## src/pkg/pin_mux_pkg.sv

```systemverilog
package pin_mux_pkg;

    // Number of pins handled by this block (port 4 bits 3 to 7)
    localparam int PIN_COUNT = 5;
    // Bit position of the lowest pin (pin 3) inside the 8-bit port control bytes
    localparam int PIN_BASE = 3;
    localparam int PIN_CAP0 = 0;   // Pin 3 within the group
    localparam int PIN_CAP1 = 1;   // Pin 4
    localparam int PIN_OUT2 = 2;   // Pin 5
    localparam int PIN_TRI  = 3;   // Pin 6
    localparam int PIN_CLK  = 4;   // Pin 7

    // Register widths and reset values
    localparam int PORT_W = 8;
    localparam logic [7:0] PORT_RST = 8'h00;
    localparam logic [4:0] GROUP_RST = 5'h00;

    // Register indices on the plain register port
    localparam logic [1:0] IDX_DIR    = 2'h0;
    localparam logic [1:0] IDX_SEL    = 2'h1;
    localparam logic [1:0] IDX_AEN    = 2'h2;
    localparam logic [1:0] IDX_OPAMP  = 2'h3;

    // Op-amp routing field layout inside the op-amp register
    localparam int ROUTE_LSB = 0;
    localparam int FUNC_LSB  = 2;
    localparam logic [1:0] ROUTE_INTERNAL = 2'h3;
    localparam logic [2:0] FUNC_OFF       = 3'h0;
    localparam logic [4:0] OPAMP_RST      = 5'h00;

    // Functions a pin can be in
    typedef enum logic [1:0] {
        FN_GPIO,
        FN_PERIPH_IN,
        FN_PERIPH_OUT,
        FN_ANALOG
    } pin_fn_e;

endpackage

```

## src/verilog/pin_cell.sv

```systemverilog
`timescale 1ns/10ps
// One pad's digital output stage and input gate
module pin_cell
    import pin_mux_pkg::*;
(
    input  wire logic clock_i,
    input  wire logic rst_n_i,
    input  wire logic dir_i,        // Direction bit
    input  wire logic sel_i,        // Function-select bit
    input  wire logic aen_i,        // Analog-enable bit
    input  wire logic gpio_out_i,   // Port output data
    input  wire logic periph_out_i, // Peripheral output value
    input  wire logic pad_in_i,     // Pad level
    output logic      pad_out_o,    // Pad drive value
    output logic      pad_oe_o,     // Pad driver enable
    output logic      dig_in_o,     // Schmitt path level, 0 when gated
    output logic      periph_in_o   // Pad level toward the peripheral
);
    // Combined selection terms
    wire logic digital_w   = ~aen_i;
    wire logic drive_w     = digital_w & dir_i;
    wire logic out_val_w   = sel_i ? periph_out_i : gpio_out_i;
    wire logic in_gate_w   = digital_w & pad_in_i;
    wire logic periph_en_w = digital_w & sel_i & ~dir_i;

    // Driver and data come from flip-flops
    always_ff @(posedge clock_i or negedge rst_n_i) begin
        if (!rst_n_i) begin
            pad_out_o <= 1'b0;
            pad_oe_o  <= 1'b0;
        end else begin
            pad_out_o <= out_val_w;
            pad_oe_o  <= drive_w;   // Analog mode kills the driver
        end
    end

    // Schmitt input gated off in analog mode
    assign dig_in_o    = in_gate_w;
    assign periph_in_o = periph_en_w & pad_in_i;
endmodule

```

## src/verilog/port4_upper_pin_function_mux.sv

```systemverilog
// Our own choices: the strobed register port and the placing of the registers.
`timescale 1ns/10ps
// What this block does
// RULE1 - Both select bits low gives plain GPIO
// RULE2 - Reset leaves every pin as GPIO
// RULE3 - Pins 3,4 input feed alternate captures
// RULE4 - Pins 3,4 output carry compare 0,1
// RULE5 - Pin 5 output carries compare 2
// RULE6 - Pin 6 output function drives ground
// RULE7 - Analog enable connects converter or op-amp
// RULE8 - Analog enable disables driver and Schmitt input
// RULE9 - Internal routing ties channels 12,13 to op-amps
// RULE10 - Internal routing disconnects pads from analog
// RULE11 - Pin 6 input tristate, pin 7 clock
// RULE12 - Pin 7 output function drives ground
module port4_upper_pin_function_mux
    import pin_mux_pkg::*;
#(
    // Pins in the group, pin 3 upward
    parameter int NPINS = PIN_COUNT
)
(
    // Clock and reset
    input  wire logic             clock_i,
    input  wire logic             rst_n_i,

    // Plain register port
    input  wire logic [1:0]       reg_addr_i,
    input  wire logic [7:0]       reg_wdata_i,
    input  wire logic             reg_wr_i,
    input  wire logic             reg_rd_i,
    output logic      [7:0]       reg_rdata_o,

    // Pad side, bit 0 is pin 3
    input  wire logic [NPINS-1:0] port_out_data_i,
    input  wire logic [NPINS-1:0] pad_in_i,
    output logic      [NPINS-1:0] pad_out_o,
    output logic      [NPINS-1:0] pad_oe_o,
    output logic      [NPINS-1:0] port_in_o,
    output logic      [NPINS-1:0] analog_pad_connect_o,

    // Second timer side
    input  wire logic             second_timer_out0_i,
    input  wire logic             second_timer_out1_i,
    input  wire logic             second_timer_out2_i,
    output logic                  capture0_alternate_input_o,
    output logic                  capture1_alternate_input_o,
    output logic                  timer_output_tristate_in_o,
    output logic                  timer_external_clock_in_o,

    // Converter and op-amp side
    output logic                  converter_channel_twelve_from_opamp_o,
    output logic                  converter_channel_thirteen_from_opamp_o
);
    // Control registers, all cleared by power-up clear.
    // Only the group bits are stored; the other bits of each byte are
    // ignored on write and read back as zero, except bit 7 of index 3
    logic [NPINS-1:0] port_four_direction_bits_r;    // 1 drives the pad
    logic [NPINS-1:0] port_four_function_select_r;   // 1 hands the pin to the timer
    logic [NPINS-1:0] upper_analog_enable_bits_r;    // 1 closes the analog switch of pins 3 to 6; the pin 7 bit is unused
    logic [4:0]       opamp_setting_r;               // Routing and function fields
    logic [7:0]       rdata_r;                       // Read data register

    // Register map on the plain port:
    //   index 0 - direction bits, pins in bits 7:3
    //   index 1 - function-select bits, same placement
    //   index 2 - analog-enable bits, pin 7 bit kept but unused
    //   index 3 - op-amp routing in bits 1:0, function in bits 4:2
    //   bit 7 of index 3 reads back the decoded internal route
    // Write decode; strobes never come together, so each stands alone
    wire logic wr_dir_w   = reg_wr_i & (reg_addr_i == IDX_DIR);     // Direction write
    wire logic wr_sel_w   = reg_wr_i & (reg_addr_i == IDX_SEL);     // Select write
    wire logic wr_aen_w   = reg_wr_i & (reg_addr_i == IDX_AEN);     // Analog enable write
    wire logic wr_opamp_w = reg_wr_i & (reg_addr_i == IDX_OPAMP);   // Op-amp write

    // Op-amp fields
    wire logic [1:0] opamp_converter_routing = opamp_setting_r[ROUTE_LSB +: 2];
    wire logic [2:0] opamp_function_setting  = opamp_setting_r[FUNC_LSB +: 3];
    // Internal routing takes channels 12 and 13 off the pads, so an op-amp
    // output never fights a level that the board applies to pins 3 and 4
    wire logic internal_route_w = (opamp_converter_routing == ROUTE_INTERNAL)
                                & (opamp_function_setting != FUNC_OFF); // see RULE9

    // Direction bits; reset leaves every pin an input
    always_ff @(posedge clock_i or negedge rst_n_i) begin
        if (!rst_n_i) begin
            port_four_direction_bits_r <= GROUP_RST;   // see RULE2
        end else if (wr_dir_w) begin
            port_four_direction_bits_r <= reg_wdata_i[PIN_BASE +: NPINS];
        end
    end

    // Function-select bits; reset returns every pin to GPIO
    always_ff @(posedge clock_i or negedge rst_n_i) begin
        if (!rst_n_i) begin
            port_four_function_select_r <= GROUP_RST;   // see RULE2
        end else if (wr_sel_w) begin
            port_four_function_select_r <= reg_wdata_i[PIN_BASE +: NPINS];
        end
    end

    // Analog-enable bits; reset opens every analog switch
    always_ff @(posedge clock_i or negedge rst_n_i) begin
        if (!rst_n_i) begin
            upper_analog_enable_bits_r <= GROUP_RST;   // see RULE2
        end else if (wr_aen_w) begin
            upper_analog_enable_bits_r <= reg_wdata_i[PIN_BASE +: NPINS];
        end
    end

    // Op-amp setting; reset turns internal routing off
    always_ff @(posedge clock_i or negedge rst_n_i) begin
        if (!rst_n_i) begin
            opamp_setting_r <= OPAMP_RST;
        end else if (wr_opamp_w) begin
            opamp_setting_r <= reg_wdata_i[4:0];
        end
    end

    // Read mux, placed in the upper bits as in the port byte;
    // bits outside the group read back as zero; index 3 holds the op-amp byte
    // The register below takes this value only in a read cycle
    logic [7:0] rd_mux_w;
    always_comb begin
        rd_mux_w = 8'h00;
        unique case (reg_addr_i)
            IDX_DIR:   rd_mux_w[PIN_BASE +: NPINS] = port_four_direction_bits_r;
            IDX_SEL:   rd_mux_w[PIN_BASE +: NPINS] = port_four_function_select_r;
            IDX_AEN:   rd_mux_w[PIN_BASE +: NPINS] = upper_analog_enable_bits_r;
            // Bit 7 shows the decoded internal route for software
            IDX_OPAMP: rd_mux_w = {internal_route_w, 2'h0, opamp_setting_r};
        endcase
    end

    // Read data stands only in the cycle after the strobe; clearing it
    // between reads keeps a stale value off the bus
    always_ff @(posedge clock_i or negedge rst_n_i) begin
        if (!rst_n_i) begin
            rdata_r <= 8'h00;
        end else begin
            rdata_r <= reg_rd_i ? rd_mux_w : 8'h00;
        end
    end
    assign reg_rdata_o = rdata_r;

    // Peripheral output value per pin; pins 6 and 7 drive ground.
    // The pad stage registers this value, so a compare edge reaches
    // the pad one clock after the timer raises it
    logic [NPINS-1:0] periph_out_w;   // Value chosen when select is 1
    assign periph_out_w[PIN_CAP0] = second_timer_out0_i;   // see RULE4
    assign periph_out_w[PIN_CAP1] = second_timer_out1_i;   // see RULE4
    assign periph_out_w[PIN_OUT2] = second_timer_out2_i;   // see RULE5
    assign periph_out_w[PIN_TRI]  = 1'b0;                  // see RULE6
    assign periph_out_w[PIN_CLK]  = 1'b0;                  // see RULE12

    // Pin 7 has no analog function: its enable bit reads back but
    // never closes a switch or gates the digital path
    logic [NPINS-1:0] aen_eff_w;   // Analog enable as the pads see it
    assign aen_eff_w = upper_analog_enable_bits_r & {1'b0, {(NPINS-1){1'b1}}};

    // Peripheral input levels per pin; pin 5 has no input function,
    // so its level goes nowhere
    logic [NPINS-1:0] periph_in_w;

    // One pad stage per pin; driver enable and drive value share one
    // edge, so a direction change never puts a stale value on the pad
    genvar gi;
    generate
        for (gi = 0; gi < NPINS; gi = gi + 1) begin : g_pin
            pin_cell u_cell (
                .clock_i      (clock_i),
                .rst_n_i      (rst_n_i),
                .dir_i        (port_four_direction_bits_r[gi]),   // see RULE1
                .sel_i        (port_four_function_select_r[gi]),
                .aen_i        (aen_eff_w[gi]),                    // see RULE8
                .gpio_out_i   (port_out_data_i[gi]),
                .periph_out_i (periph_out_w[gi]),
                .pad_in_i     (pad_in_i[gi]),
                .pad_out_o    (pad_out_o[gi]),
                .pad_oe_o     (pad_oe_o[gi]),
                .dig_in_o     (port_in_o[gi]),
                .periph_in_o  (periph_in_w[gi])
            );
        end
    endgenerate

    // Analog pad switch: on with analog enable, off when routed inside.
    // Pins 5 and 6 never take part in the internal routing, and pin 7
    // has no switch at all
    logic [NPINS-1:0] analog_w;   // Switch state before its register
    assign analog_w[PIN_CAP0] = aen_eff_w[PIN_CAP0] & ~internal_route_w;   // see RULE10
    assign analog_w[PIN_CAP1] = aen_eff_w[PIN_CAP1] & ~internal_route_w;   // see RULE10
    assign analog_w[PIN_OUT2] = aen_eff_w[PIN_OUT2];                       // see RULE7
    assign analog_w[PIN_TRI]  = aen_eff_w[PIN_TRI];                        // see RULE7
    assign analog_w[PIN_CLK]  = 1'b0;

    // Analog switch state, registered beside the pad drivers so that a
    // switch never closes while the digital driver is still on
    always_ff @(posedge clock_i or negedge rst_n_i) begin
        if (!rst_n_i) begin
            analog_pad_connect_o <= GROUP_RST;
        end else begin
            analog_pad_connect_o <= analog_w;   // see RULE7
        end
    end

    // Internal route status for converter channels 12 and 13;
    // both follow one condition, so the pair never splits
    always_ff @(posedge clock_i or negedge rst_n_i) begin
        if (!rst_n_i) begin
            converter_channel_twelve_from_opamp_o   <= 1'b0;
            converter_channel_thirteen_from_opamp_o <= 1'b0;
        end else begin
            converter_channel_twelve_from_opamp_o   <= internal_route_w;   // see RULE9
            converter_channel_thirteen_from_opamp_o <= internal_route_w;   // see RULE9
        end
    end

    // Peripheral inputs, gated to zero unless selected, so the timer
    // sees a quiet low while the pin serves any other function
    assign capture0_alternate_input_o = periph_in_w[PIN_CAP0];   // see RULE3
    assign capture1_alternate_input_o = periph_in_w[PIN_CAP1];   // see RULE3
    assign timer_output_tristate_in_o = periph_in_w[PIN_TRI];    // see RULE11
    assign timer_external_clock_in_o  = periph_in_w[PIN_CLK];    // see RULE11
endmodule

```

## config.mk

```make
export PLATFORM = sky130hd
export DESIGN_NAME = port4_upper_pin_function_mux
export DESIGN_NICKNAME = d
export VERILOG_FILES = /design/src/pkg/pin_mux_pkg.sv /design/src/verilog/pin_cell.sv /design/src/verilog/port4_upper_pin_function_mux.sv
export SDC_FILE = /design/constraint.sdc
export NUM_CORES = 1
export LEC_CHECK = 0
export ABC_AREA = 1
export BUFFER_PORTS_ARGS = -buffer_cell sky130_fd_sc_hd__buf_4
export CAP_MARGIN = 5
export CELL_PAD_IN_SITES_DETAIL_PLACEMENT = 1
export CELL_PAD_IN_SITES_GLOBAL_PLACEMENT = 2
export CORE_UTILIZATION = 30
export CTS_BUF_LIST = sky130_fd_sc_hd__clkbuf_2 sky130_fd_sc_hd__clkbuf_4 sky130_fd_sc_hd__clkbuf_8
export DETAILED_ROUTE_END_ITERATION = 8
export PLACE_DENSITY = 0.84
export REMOVE_ABC_BUFFERS = 1
export SETUP_SLACK_MARGIN = 0.05
export SYNTH_ARGS = -nofsm -noshare
export SYNTH_HDL_FRONTEND = slang
export SYNTH_SLANG_ARGS = --single-unit
```

## constraint.sdc

```tcl
create_clock -name clock_i -period 0.9 [get_ports clock_i]
set_input_delay 0.135 -clock clock_i [delete_from_list [all_inputs] [get_ports clock_i]]
set_output_delay 0.135 -clock clock_i [all_outputs]
set_load 0.005 [all_outputs]
```

==> summary.md <==
| Metric | Value |
|---|---|
| Remaining global-route overflow | 0 |
| Placer congestion estimate | 0.759 |
| Power Density | 1810 nW/um^2 |
| RSZ-0062 raised after global routing | yes |
| WL met1 | 1860 microns |
| Drt total wl | 4270 microns |
| Setup-violating endpoint count in the final report | 35 |
| Clk pin slew, worst setup/hold paths | 0.08 ns |
| Hold EP | g_pin[4].u_cell.pad_out_o |
| Global-route usage over all layers | 14.3% |
| Sequential area share after synthesis | 58.7% |
| Setup WS post-layout | -0.306 ns |
| CP Class | flip-flop to output pin |
| Vias in the first global route | 1480 |
| Post-synthesis register bit count | 43 |
| Post-synth ARST share | 100% |
| Critical Path AT | 1.07 ns |
| Main synth FF type | dfrtp_1 |
| Synth Warn # | 0 |
| Max Slew Vio Count | 0 |
| Clk_lat worst skew | 0.28 ns |
| Synth top area share | 58.7% |
| Tcrit/Tclk final | 134% |
| Reg2reg start | port_four_function_select_r[1] |
| DP HPWL | 3160 microns |
| TritonCTS Buffers | 5 |
| Initial Util | 30.9% |
| Uppermost layer routed | met4 |
| First-pass GRT wire length | 6910 microns |
| Site Rows | 28 |
| Num ports | 61 |
| Worst hold start | port_out_data_i[4] |
| Hold slack final | 0.0631 ns |
| Largest net degree at the start of global routing | 18 |
| Syn avg cell area | 9.16 sq um |
| Antenna-violating nets left | 0 |
| CP Capture Type | output pin |
| CTS sink cnt | 43 |
| CTS tree | built |
| Final net count | 297 |
| Flop2flop setup slack | -0.06 ns |
| Die Height | 80.1 microns |
| Startpoint Class | flip-flop |
| DRT iter0 DRCs | 52 |
| Post-synth top area cell | dfrtp_1 |
| Met3 wire len | 183 microns |
| Status | finished with violations |
| Slowest stage delay, CP | 0.41 ns |
| Via Count | 1503 |
| Area delta synth->final | 46.8% |
| Failing checks | negative setup slack |
| Largest cells by area after synthesis | dfrtp_1 59%, nand2_1 9.2%, buf_4 7.0% |
| Synth unique cells | 17 |
| Final hold violations | 0 |
| CP Data Required Time | 0.76 ns |
| DR pass1 iterations | 4 |
| Hold Crit Depth | 3 |
| Root buf cell | clkbuf_8 |
| Share of layout cells above drive strength 1 | 42.6% |
| Number of max-cap violations | 0 |
| Die footprint | 6420 sq um |
| Cell with the most instances after synthesis | nand2_1 |
| Met2 routed WL | 2180 microns |
| Slowest CP cell | dfrtp_1 |
| Crit path max fanout | 2 |
| Synth cell count leaders | 45 x nand2_1, 43 x dfrtp_1, 27 x nor2_1 |
| VDD IR-drop max | 0.738 mV |
| Fin crit period | 1.21 ns |
| HP Class | input port to flip-flop |
| Reg2Reg Depth | 2 |
| Synthesized area | 1830 sq um |
| Die X | 80.1 microns |
| Htree depth | 2 |
| Dpl ws | -0.0490 ns |
| Setup TNS | -2.21 ns |
| EDFF count, synth | 0 |
| Area of the core | 5920 sq um |
| CP Cell Sequence | nor2_2 > nand2_1 > nor2_1 > buf_4 |
| Worst Clk Skew | 0.00470 ns |
| FF-to-FF End | g_pin[1].u_cell.pad_out_o |
| Port Buffers | 59 |
| Max Root-Sink Buffers | 2 |
| Total inserted antenna cells | 0 |
| # DRC | 0 |
| Via/cell ratio | 4.36 |
| Max Fclk | 829 MHz |
| Initial antenna violation count | 0 |
| Post-Syn Instances | 200 |
| WL/cell | 12.4 microns |
| Static Leak | 1.45 nW |
[cells by family (layout without fill, tap and decap cells)]
logic type | after synthesis | count (layout) | share of synthesized area (%)
and+or+nand+nor | 82 | 82 | 19.3
buffers and inverters | 45 | 115 | 12.8
DFF | 43 | 43 | 58.7
AOI/OAI and AO/OA | 26 | 26 | 7.10
muxes | 3 | 3 | 1.84
other | 1 | 1 | 0.205
[final cells by class]
type	count	area [sq um]
clock buffers	6	82.6
clock inverters	1	5.00
fillers	689	3230
inverters	28	106
multi-input cells	112	589
flip-flops and latches	43	1080
well taps	75	93.8
repair buffers	80	736
[routing by layer]
layer,track usage [%],vias to the layer above
li1,-,734
met1,17.6,724
met2,24.9,40
met3,3.07,5
met4,4.82,0
met5,0,-
[report_power, final]
group / total [mW] / switching (mW) / internal (mW)
registers: 2.40 / 0.194 / 2.20
clock network: 1.21 / 0.611 / 0.602
logic: 1.26 / 0.521 / 0.736
total: 4.87 / 1.33 / 3.54
[critical path, delay by kind of cell (launching register included)]
kind | cells | cell delay, ns
buffers and inverters | 1 | 0.11
and+or+nand+nor | 3 | 0.26
DFF | 1 | 0.41
[through the flow]
stage	cell area (sq um)	std cells	utilization, %	power [mW]
6_report	2690	345	45.4	4.87
3_3_place_gp	2330	327	39.3	3.33
2_1_floorplan	1700	183	-	2.75
4_1_cts	2590	340	43.7	4.80
5_1_grt	2690	345	45.4	5.18
3_5_place_dp	2330	327	39.3	3.37
[timing repair]
| action | CTS | global route |
|---|---|---|
| buffers inserted | 5 | 9 |
| hold buffers | 1 | 0 |
| pin swaps | 6 | 12 |
| endpoints found under the hold margin | 43 | 0 |
| gates resized for setup | 35 | 19 |
| endpoints found under the setup margin | 39 | 44 |
[flip-flops by register name, summed over array words and instances, names as in the netlist]
| signal | flops |
|---|---|
| reg_rdata_o | 8 |
| port_four_function_select_r | 5 |
| g_pin.u_cell.pad_oe_o | 5 |
| opamp_setting_r | 5 |
| g_pin.u_cell.pad_out_o | 5 |
| analog_pad_connect_o | 4 |
| upper_analog_enable_bits_r | 5 |
| port_four_direction_bits_r | 5 |
| converter_channel_twelve_from_opamp_o | 1 |
[worst max-delay path by stage]
stage,from,end,slack (ns),cells past startpoint
after floorplan,upper_analog_enable_bits_r[0],capture0_alternate_input_o,0.05,3
after global placement,upper_analog_enable_bits_r[1],capture1_alternate_input_o,-0.02,4
after detailed placement,upper_analog_enable_bits_r[1],capture1_alternate_input_o,-0.05,4
after CTS,upper_analog_enable_bits_r[0],capture0_alternate_input_o,-0.30,4
after global routing,upper_analog_enable_bits_r[1],capture1_alternate_input_o,-0.40,4
final,upper_analog_enable_bits_r[0],capture0_alternate_input_o,-0.31,4
[cells in the final DEF (no fill, tap or decap)]
cell	synthesis	final
clkbuf_8	0	6
nor2_1	27	23
nand2_1	45	41
o21ai_2	0	1
buf_4	17	46
o21ai_0	2	2
buf_12	0	1
nand2_4	3	4
inv_1	25	24
buf_6	0	32
nor2_4	2	3
nor2_2	1	4
mux2_2	3	1
nand2_2	1	4
dfrtp_1	43	43
dlygate4sd3_1	0	1
conb_1	1	1
a21oi_1	6	3
inv_2	2	3
clkinv_2	1	2
o21ai_1	18	17
a21oi_2	0	3
mux2_4	0	2
nand3_2	0	3
(Power assumes the default switching activity.)
